$ cat config.mk
export PLATFORM = sky130hd
export DESIGN_NAME = otp_program_host
export DESIGN_NICKNAME = d
export VERILOG_FILES = /design/src/rtl/otp_program_host.v /design/src/rtl/word_fifo.v
export VERILOG_INCLUDE_DIRS = /design/src /design/src/common
export SDC_FILE = /design/constraint.sdc
export NUM_CORES = 1
export LEC_CHECK = 0
export BUFFER_PORTS_ARGS = -buffer_cell sky130_fd_sc_hd__buf_2
export CORE_ASPECT_RATIO = 1.1
export CORE_MARGIN = 2
export CORE_UTILIZATION = 58
export CTS_CLUSTER_DIAMETER = 60
export DETAILED_ROUTE_END_ITERATION = 10
export GPL_ROUTABILITY_DRIVEN = 0
export PLACE_DENSITY_LB_ADDON = 0.15
export SLEW_MARGIN = 20
export SYNTH_ARGS = -nofsm -noshare
export SYNTH_HDL_FRONTEND = slang
export SYNTH_SLANG_ARGS = --single-unit
$ cat constraint.sdc
create_clock -name CLK -period 3.05 [get_ports CLK]
set_input_delay 0.4575 -clock CLK [delete_from_list [all_inputs] [get_ports CLK]]
set_output_delay 0.4575 -clock CLK [all_outputs]
set_load 0.005 [all_outputs]
$ cat src/common/otp_prog_map.vh
`ifndef OTP_PROG_MAP_VH
`define OTP_PROG_MAP_VH
`define CLK_MHZ 16'h00FA
`define PULSE_NOM_US 16'h0064
`define PULSE_CYC (`PULSE_NOM_US * `CLK_MHZ)
`define SETUP_US 16'h0002
`define SETUP_CYC (`SETUP_US * `CLK_MHZ)
`define OE_READ_NS 16'h0096
`define OE_READ_CYC ((`OE_READ_NS * `CLK_MHZ + 16'h03E7) / 16'h03E8)
`define FLOAT_NS 16'h0082
`define FLOAT_CYC ((`FLOAT_NS * `CLK_MHZ + 16'h03E7) / 16'h03E8)
`define MAX_RETRY 4'hA
`define ADDR_W 16
`define DATA_W 16
`define ADDR_FIRST 16'h0000
`define ADDR_LAST 16'hFFFF
`define ID_ADDR_MFR 16'h0000
`define ID_ADDR_DEV 16'h0001
`define FIFO_DEPTH 4
`define FIFO_AW 2
`define CNT_W 16
`endif

$ cat src/rtl/otp_program_host.v
`timescale 1ns/10ps
`include "otp_prog_map.vh"
module otp_program_host (
	// Clock, reset and enable.
	input wire CLK,
	input wire SYS_RST,
	input wire CE,
	// Commands.
	input wire START_PROG,
	input wire START_ID,
	input wire [`ADDR_W-1:0] LAST_ADDR,
	// Source words, one per address in order.
	input wire [`DATA_W-1:0] SRC_DATA,
	input wire SRC_VALID,
	output wire SRC_READY,
	// Memory pins.
	output reg [`ADDR_W-1:0] MEM_ADDR,
	output reg [`DATA_W-1:0] MEM_DQ_OUT,
	output reg MEM_DQ_OE_N,
	input wire [`DATA_W-1:0] MEM_DQ_IN,
	output reg CHIP_SEL_N,
	output reg OUT_SEL_N,
	output reg PROGRAM_STROBE_N,
	output reg VCC_HIGH,
	output reg VPP_HIGH,
	output reg ID_MODE_ADDRESS_BIT,
	// Status.
	output reg BUSY,
	output reg DONE,
	output reg PASS,
	output reg FAIL,
	output reg [`DATA_W-1:0] MFR_CODE,
	output reg [`DATA_W-1:0] DEV_CODE
);
	localparam S_IDLE = 4'h0;
	localparam S_PWR = 4'h1;
	localparam S_LOAD = 4'h2;
	localparam S_PULSE = 4'h3;
	localparam S_GAP = 4'h4;
	localparam S_VRD = 4'h5;
	localparam S_VCMP = 4'h6;
	localparam S_LOW = 4'h7;
	localparam S_RLOAD = 4'h8;
	localparam S_RRD = 4'h9;
	localparam S_IDRD = 4'hA;
	localparam S_END = 4'hB;

	reg [3:0] st_q;
	reg [`CNT_W-1:0] tmr_q;
	reg [3:0] retry_q;
	reg first_q;
	reg [`DATA_W-1:0] word_q;
	reg src_pop;
	wire [`DATA_W-1:0] f_data;
	wire f_valid;
	wire tdone = (tmr_q == {`CNT_W{1'b0}});
	wire last = (MEM_ADDR == LAST_ADDR);

	// The FIFO lets the source run ahead by a few words, hiding its own latency per address.
	word_fifo #(.WIDTH(`DATA_W), .DEPTH(`FIFO_DEPTH), .AW(`FIFO_AW)) src_fifo (
		.clk(CLK),
		.rst(SYS_RST),
		.ce(CE),
		.in_data(SRC_DATA),
		.in_valid(SRC_VALID),
		.in_ready(SRC_READY),
		.out_data(f_data),
		.out_valid(f_valid),
		.out_ready(src_pop)
	);

	always @* begin
		src_pop = CE && f_valid && (st_q == S_LOAD || st_q == S_RLOAD);
	end

	always @(posedge CLK) begin
		if (SYS_RST) begin
			st_q <= S_IDLE;
			tmr_q <= {`CNT_W{1'b0}};
			retry_q <= 4'h0;
			first_q <= 1'b0;
			word_q <= {`DATA_W{1'b0}};
			MEM_ADDR <= `ADDR_FIRST;
			MEM_DQ_OUT <= {`DATA_W{1'b0}};
			MEM_DQ_OE_N <= 1'b1;
			CHIP_SEL_N <= 1'b1;
			OUT_SEL_N <= 1'b1;
			PROGRAM_STROBE_N <= 1'b1;
			VCC_HIGH <= 1'b0;
			VPP_HIGH <= 1'b0;
			ID_MODE_ADDRESS_BIT <= 1'b0;
			BUSY <= 1'b0;
			DONE <= 1'b0;
			PASS <= 1'b0;
			FAIL <= 1'b0;
			MFR_CODE <= {`DATA_W{1'b0}};
			DEV_CODE <= {`DATA_W{1'b0}};
		end else if (CE) begin
			if (!tdone) begin
				tmr_q <= tmr_q - 1'b1;
			end
			case (st_q)
			S_IDLE: begin
				if (START_PROG) begin
					BUSY <= 1'b1;
					DONE <= 1'b0;
					PASS <= 1'b0;
					FAIL <= 1'b0;
					VCC_HIGH <= 1'b1;
					VPP_HIGH <= 1'b1;
					MEM_ADDR <= `ADDR_FIRST;
					tmr_q <= `SETUP_CYC;
					st_q <= S_PWR;
				end else if (START_ID) begin
					BUSY <= 1'b1;
					DONE <= 1'b0;
					ID_MODE_ADDRESS_BIT <= 1'b1;
					MEM_ADDR <= `ID_ADDR_MFR;
					CHIP_SEL_N <= 1'b0;
					OUT_SEL_N <= 1'b0;
					tmr_q <= `SETUP_CYC;
					first_q <= 1'b1;
					st_q <= S_IDRD;
				end
			end
			S_PWR: begin
				if (tdone) begin
					st_q <= S_LOAD;
				end
			end
			S_LOAD: begin
				if (f_valid) begin
					word_q <= f_data;
					MEM_DQ_OUT <= f_data;
					MEM_DQ_OE_N <= 1'b0;
					CHIP_SEL_N <= 1'b0;
					OUT_SEL_N <= 1'b1;
					retry_q <= 4'h0;
					first_q <= 1'b1;
					tmr_q <= `SETUP_CYC;
					st_q <= S_GAP;
				end
			end
			S_GAP: begin
				// Setup before a pulse, also used as float time after a verify read.
				if (tdone) begin
					PROGRAM_STROBE_N <= 1'b0;
					tmr_q <= `PULSE_CYC - 16'h0001;
					st_q <= S_PULSE;
				end
			end
			S_PULSE: begin
				if (tdone) begin
					PROGRAM_STROBE_N <= 1'b1;
					// Data stays driven through the hold time after the strobe rises.
					tmr_q <= `SETUP_CYC;
					st_q <= S_VRD;
				end
			end
			S_VRD: begin
				// After the data hold, open the outputs; the first pulse skips this.
				if (tdone) begin
					if (first_q) begin
						first_q <= 1'b0;
						MEM_DQ_OE_N <= 1'b0;
						tmr_q <= `SETUP_CYC;
						st_q <= S_GAP;
					end else begin
						OUT_SEL_N <= 1'b0;
						MEM_DQ_OE_N <= 1'b1;
						tmr_q <= `OE_READ_CYC;
						st_q <= S_VCMP;
					end
				end
			end
			S_VCMP: begin
				if (tdone) begin
					OUT_SEL_N <= 1'b1;
					if (MEM_DQ_IN == word_q) begin
						if (last) begin
							VCC_HIGH <= 1'b0;
							VPP_HIGH <= 1'b0;
							CHIP_SEL_N <= 1'b1;
							MEM_ADDR <= `ADDR_FIRST;
							tmr_q <= `SETUP_CYC;
							st_q <= S_LOW;
						end else begin
							MEM_ADDR <= MEM_ADDR + 1'b1;
							retry_q <= 4'h0;
							st_q <= S_LOAD;
						end
					end else if (retry_q == `MAX_RETRY - 4'h1) begin
						// Retry count zero is the first of the ten verified pulses.
						FAIL <= 1'b1;
						VCC_HIGH <= 1'b0;
						VPP_HIGH <= 1'b0;
						CHIP_SEL_N <= 1'b1;
						st_q <= S_END;
					end else begin
						retry_q <= retry_q + 1'b1;
						MEM_DQ_OE_N <= 1'b0;
						tmr_q <= `FLOAT_CYC + `SETUP_CYC;
						st_q <= S_GAP;
					end
				end
			end
			S_LOW: begin
				// Read-back needs the source replayed from the first word.
				if (tdone) begin
					st_q <= S_RLOAD;
				end
			end
			S_RLOAD: begin
				if (f_valid) begin
					word_q <= f_data;
					CHIP_SEL_N <= 1'b0;
					OUT_SEL_N <= 1'b0;
					tmr_q <= `OE_READ_CYC;
					st_q <= S_RRD;
				end
			end
			S_RRD: begin
				if (tdone) begin
					if (MEM_DQ_IN != word_q) begin
						FAIL <= 1'b1;
						CHIP_SEL_N <= 1'b1;
						OUT_SEL_N <= 1'b1;
						st_q <= S_END;
					end else if (last) begin
						PASS <= 1'b1;
						CHIP_SEL_N <= 1'b1;
						OUT_SEL_N <= 1'b1;
						st_q <= S_END;
					end else begin
						MEM_ADDR <= MEM_ADDR + 1'b1;
						st_q <= S_RLOAD;
					end
				end
			end
			S_IDRD: begin
				if (tdone) begin
					if (first_q) begin
						MFR_CODE <= MEM_DQ_IN;
						first_q <= 1'b0;
						MEM_ADDR <= `ID_ADDR_DEV;
						tmr_q <= `SETUP_CYC;
					end else begin
						DEV_CODE <= MEM_DQ_IN;
						ID_MODE_ADDRESS_BIT <= 1'b0;
						CHIP_SEL_N <= 1'b1;
						OUT_SEL_N <= 1'b1;
						MEM_ADDR <= `ADDR_FIRST;
						st_q <= S_END;
					end
				end
			end
			S_END: begin
				BUSY <= 1'b0;
				DONE <= 1'b1;
				MEM_DQ_OE_N <= 1'b1;
				st_q <= S_IDLE;
			end
			default: begin
				st_q <= S_IDLE;
			end
			endcase
		end
	end
endmodule

$ cat src/rtl/word_fifo.v
`timescale 1ns/10ps
module word_fifo #(
	parameter WIDTH = 16,
	parameter DEPTH = 4,
	parameter AW = 2
) (
	input wire clk,
	input wire rst,
	input wire ce,
	input wire [WIDTH-1:0] in_data,
	input wire in_valid,
	output wire in_ready,
	output wire [WIDTH-1:0] out_data,
	output wire out_valid,
	input wire out_ready
);
	reg [WIDTH-1:0] mem [0:DEPTH-1];
	reg [AW-1:0] wr_q;
	reg [AW-1:0] rd_q;
	reg [AW:0] cnt_q;
	reg [AW:0] cnt_d;
	reg in_ready_q;
	wire push = in_valid && in_ready;
	wire pop = out_valid && out_ready;
	// Ready is registered from the next count so that it leaves the block straight from a flop.
	assign in_ready = in_ready_q;
	assign out_valid = (cnt_q != {(AW+1){1'b0}});
	assign out_data = mem[rd_q];
	always @* begin
		cnt_d = cnt_q;
		if (push && !pop) begin
			cnt_d = cnt_q + 1'b1;
		end else if (pop && !push) begin
			cnt_d = cnt_q - 1'b1;
		end
	end
	always @(posedge clk) begin
		if (rst) begin
			wr_q <= {AW{1'b0}};
			rd_q <= {AW{1'b0}};
			cnt_q <= {(AW+1){1'b0}};
			in_ready_q <= 1'b1;
		end else if (ce) begin
			cnt_q <= cnt_d;
			in_ready_q <= (cnt_d != DEPTH[AW:0]);
			if (push) begin
				mem[wr_q] <= in_data;
				wr_q <= wr_q + 1'b1;
			end
			if (pop) begin
				rd_q <= rd_q + 1'b1;
			end
		end
	end
endmodule

# --- Word-level counts from Yosys, hierarchy flattened ---
# Memory sizes are Yosys's and may differ from the RTL's. A register that Yosys moved wholly into a read port is not among the register bits.
# Cells that the tools add are included.
classes:
  n_addsub: 7
  n_eq_ne: 47
  n_mux: 112
  bitwise: 1
  reduce_logical: 45
ops:
  columns: ["operator", "n"]
  rows:
  - ["$mux W16", 23]
  - ["$pmux W16 S8", 1]
  - ["$mux W4", 20]
  - ["$pmux W16 S4", 1]
  - ["$ne A2 B2 Y1 const B", 23]
  - ["$mux W1", 45]
  - ["$pmux W4 S11", 1]
  - ["$eq A16 B16 Y1", 2]
  - ["$reduce_and A6 Y1", 5]
  - ["$reduce_and A13 Y1", 2]
  - ["$ne A3 B3 Y1 const B", 7]
  - ["$eq A4 B4 Y1 const B", 5]
  - ["$add A16 B1 Y16 const B", 1]
  - ["$eq A4 B3 Y1 const B", 4]
  - ["$logic_not A16 Y1", 1]
  - ["$ne A16 B16 Y1", 1]
  - ["$sub A16 B1 Y16 const B", 1]
  - ["$pmux W1 S2", 6]
  - ["$reduce_and A4 Y1", 3]
  - ["$reduce_bool A2 Y1", 6]
  - ["$mux W2", 5]
  - ["$reduce_and A10 Y1", 1]
  - ["$mux W3", 3]
  - ["$mux W9", 1]
  - ["27 further kinds", 44]
word_totals:
  ff_bits: 123
  mem_bits_rw: 64
  in_bits: 54
  out_inout_bits: 76
  n_memories: 1
memory_table:
  columns: ["name", "depth", "width", "rd", "rd_clocked_by_memory_dff", "write_ports", "line", "text"]
  rows:
  - ["src_fifo.mem", 4, 16, 1, 1, 1, "word_fifo.v:17", "reg [WIDTH-1:0] mem [0:DEPTH-1];"]

# --- Logic depth before layout (Yosys ltp) ---
depth:
  ltp_word: 8
  depth_mapped: 10
  mapped_depth_nobuf: 10

# --- Modules after synthesis ---
# A second synthesis with hierarchy kept.
unflattened:
  cells_unflattened: 993
  area_unflattened_um2: 9158.8
by_module_without_submodules:
  columns: ["mod", "instances", "cells_each", "area_per_inst_um2", "seq_area_each_um2"]
  rows:
  - ["otp_program_host", 1, 841, 6272.3, 2302.2]
  - ["word_fifo", 1, 152, 2886.5, 2122.0]

# --- Worst setup path before layout ---
# Ideal clock, no wire load.
synth_timing:
  path_kind: "reg-to-reg"
  startpoint: "register tmr_q[0]"
  endpoint: "register MFR_CODE[10]"
  setup_ps: 132
  arrival_ps: 2338
  setup_slack_ps: 580
  stages_incl_launch_ff: 10
  path_buffers: 2
  synth_period_minus_slack_ps: 2470
  path_cell_list: "dfxtp_1 -> inv_1 -> ha_1 -> or3b_1 -> or4_1 -> or3_1 -> buf_2 -> buf_6 -> nand2_1 -> a21oi_1"
synth_via:
  elab_chain_len: 2
synth_lines:
  columns: ["element", "line", "text"]
  rows:
  - ["start, declared", "otp_program_host.v:49", "reg [`CNT_W-1:0] tmr_q;"]
  - ["start signal, assigned", "otp_program_host.v:79", "tmr_q <= {`CNT_W{1'b0}};"]
  - ["start signal, assigned", "otp_program_host.v:100", "tmr_q <= tmr_q - 1'b1;"]
  - ["start signal, assigned", "otp_program_host.v:112", "tmr_q <= `SETUP_CYC;"]
  - ["$logic_not A16 Y1", "otp_program_host.v:56", "wire tdone = (tmr_q == {`CNT_W{1'b0}});"]
  - ["$reduce_and A4 Y1 (no line)", null, null]
  - ["end signal, assigned", "otp_program_host.v:96", "MFR_CODE <= {`DATA_W{1'b0}};"]
  - ["end, declared", "otp_program_host.v:32", "output reg [`DATA_W-1:0] MFR_CODE,"]
# No other way between the ends.
# A chain may end at the register's enable or synchronous reset.

# --- Worst setup path after layout ---
layout_timing:
  startpoint: "register tmr_q[0]"
  endpoint: "register MFR_CODE[15]"
# Same word-level chain as after synthesis.

==> flow_summary_export.csv <==
group,metric,value,unit
clock_network,numClockSinks,189,
run_status,status,"finished, final reports clean",
sta,min_period_over_period,93.73,%
worst_hold_path,hold_class,"input pin to flop",
power_and_ir_drop,power_density,727.7,mW/mm²
clock_network,cts_root_buffer,"clkbuf_16",
synth,ys.warnings.count,0,
synth,fraction_of_synthesized_cell_area_taken_by_the_top_area_cell_type,27.01,%
cells_and_area,layout_common_cells,"nand2_1 (152), buf_2 (128), dfxtp_1 (125)",
synth,flop_and_latch_count_out_of_synthesis,189,
floorplan,die_y,136.6,µm
synth,syn-num-nets,1059,
sta,max_clock_freq,349.8,MHz
clock_network,cts_repair_resizes,0,
sta,setup_repair_after_global_routing_missed_its_margin,"no",
synth,post_synthesis_mean_instance_area,9.340,µm²
cells_and_area,multi_input_area,0.004557,mm²
setup_path,setup.worst_path.end_class,"flop",
cells_and_area,register_area,0.004424,mm²
setup_path,timing.critical_path.arrival,3150,ps
clock_network,cts_hold_buf,0,
power_and_ir_drop,p_leak,4.060,nW
synth,syn-instance-count,992,
global_routing,grt_antenna_before_repair,0,
drt,dr_total_vias,7957,
floorplan,start_util,59.11,%
synth,synth_sequential_area_ratio,47.75,%
synth,syn_area,0.009265,mm²
synth,post_synth_num_cell_types,76,
global_routing,grtUsageTotal,28.92,%
sta,slew_viol_final,0,
run,maxCapViolations,0,
cells_and_area,diodes,0,
cells_and_area,post_route_cells_drive_above_1_share,21.08,%
drt,avgViaCountPerCell,5.965,
cells_and_area,area_growth,17.31,%
clock_network,cts_tree,"done",
sta,finClkSkew,13.05,ps
cells_and_area,mostFrequentLayoutCell,"nand2_1",
placement,numPortBuffers,129,
placement,dp.final_hpwl,17250,µm
setup_path,worstPathMaxFanout,16,
sta,fin_crit,2859,ps
cells_and_area,final.fill_count,1261,
global_routing,grt_max_degree,59,
floorplan,core-area,0.01568,mm²
sta,timing.final.hold_violations,0,
setup_path,startpoint_type,"flop",
drt,finalWirelength,24490,µm
floorplan,design.die.area,0.01700,mm²
synth,synth_enable_flop_cells,64,
drt,drtPass1Iterations,5,
synth,ys_dominant_reg_cell,"dfxtp_1",
clock_network,ctsHtreeMaxLevel,4,
synth,synth_area_leaders,"dfxtp_1 (27%), edfxtp_1 (21%), nand2_1 (6.2%)",
drt,drt_iter0_markers,828,
setup_path,timing.reg2reg.worst_path_depth,7,
floorplan,floorplan.die.width,124.5,µm
setup_path,setup.worst_path.class,"flop to flop",
global_routing,grt_overflow,0,
worst_hold_path,min_path_cells,1,
floorplan,rows,48,
setup_path,worstPathRequired,3340,ps
sta,max_slew_margin,31.91,%
floorplan,pin_count,130,
global_routing,first_global_vias,7613,
clock_network,cts.path.max_buffers,2,
clock_network,clk_pin_slew_worst_paths,80,ps
cells_and_area,finish.net_count,1188,
clock_network,clk_latency,450,ps
drt,detail-route-antenna-nets,0,
drt,post-route-drc-count,0,
clock_network,cts_made_buffers,17,
sta,setup_viol,0,
sta,max_slew.worst_pin.slew,1009,ps
synth,netlist.top_cell.by_area,"dfxtp_1",
clock_network,cts.repair_timing.setup_buffer_count,0,
sta,final.setup.tns,0,ps
setup_path,timing.reg2reg.setup_slack,190,ps
sta,worst_hold_slack,220.6,ps
power_and_ir_drop,ir_worst_vdd,0.0004447,V
drt,wl_cell,18.36,µm
synth,post_synthesis_async_set_or_reset_flop_share,0,%
global_routing,wire_length_of_the_first_global_routing_pass,39110,µm
==> Yosys cell counts, types with 3 or more instances <==
library cell  count
or2_2             3
buf_1             3
o22ai_1           5
nor2b_1           6
nor3b_1           4
nand2b_1         13
and3_1            6
a311oi_1          3
dfxtp_1         125
xor2_1           23
buf_2            10
nor4_1           14
a22o_1            3
ha_1             13
nor3_1           30
a211oi_1          5
o21ai_0          46
clkbuf_1         46
nand2_1         152
o21a_1            5
nand4_1          11
inv_1            11
o31ai_1           4
a31oi_1           9
o21bai_1          4
nand3_1          23
edfxtp_1         64
a221oi_1          4
mux2i_1          22
nand3b_1          5
or4_1             6
xnor2_1          37
nor4b_1           3
mux4_2           16
nor2_1           90
and2_1           11
o211ai_1          6
a211o_1           3
a21oi_1          91
or3_1             8
a22oi_1           4
==> worst max-delay path, stage by stage, from the launching register on <==
cell and delay [ps]:
dfxtp_1 350, inv_1 100, ha_1 240, or3b_1 520, or4_1 580, or3_1 630, nand2_1 200, a21oi_1 80
==> cell type report <==
| type | count | area share, % |
|---|---|---|
| sequential | 189 | 40.70 |
| inverter | 11 | 0.3799 |
| multi-input combinational | 730 | 41.92 |
| clock buffer | 17 | 3.914 |
| timing repair buffer | 172 | 8.933 |
| tap | 200 | 2.302 |
| clock inverter | 15 | 1.842 |
==> state kept, by name (all words and copies together) (netlist names), 2 cells and up, named ones only <==
register	flops
st_q	4
src_fifo.cnt_q	3
src_fifo.wr_q	2
retry_q	4
src_fifo.mem	64
MFR_CODE	16
src_fifo.rd_q	2
MEM_DQ_OUT	16
word_q	16
tmr_q	16
DEV_CODE	16
MEM_ADDR	16
==> cells by family (layout without fill, tap and decap cells) <==
logic type,Yosys count,count (layout),share of synthesized area (%)
fa+ha+maj,13,13,1.756
flops,189,189,47.75
buf+inv,73,215,3.255
mux,39,39,6.388
compound gates,213,213,13.84
simple gates,405,405,21.34
xor+xnor,60,60,5.672
==> layer usage <==
| metal | vias up | global-route usage, % | part of all wire, % |
|---|---|---|---|
| li1 | 3815 | - | - |
| met3 | 61 | 4.613 | 5.4 |
| met1 | 3800 | 35.13 | 40 |
| met4 | 0 | 12.73 | 3.0 |
| met5 | - | 0 | 0 |
| met2 | 281 | 51.28 | 51 |
==> final timing paths <==
path                       from            endpoint
setup / recovery       tmr_q[0]        MFR_CODE[15]
setup reg to reg       tmr_q[0]        MFR_CODE[15]
hold / removal      SRC_DATA[9]  src_fifo.mem[2][9]
hold reg to reg   MEM_DQ_OUT[1]       MEM_DQ_OUT[1]
==> report_power, final <==
part           total (mW)  internal (mW)  switching [mW]
clock                2.30           1.14            1.17
combinational        2.61           1.03            1.58
sequential           3.00           2.76           0.237
total                7.91           4.92            2.99
==> per-stage QoR <==
stage               std cells  total power [mW]  cell area [µm²]  utilization, %  worst slack, ps
floorplan                 992             4.811             9265               -            579.7
global placement         1302             5.573            10240           65.35            350.1
detailed placement       1302             5.588            10240           65.35            265.2
CTS                      1334             7.877            10870           69.34            197.9
global route             1334             8.309            10870           69.34            53.31
finish                   1334             7.910            10870           69.34            191.3
Note: power is estimated with default switching activity, not from simulation.
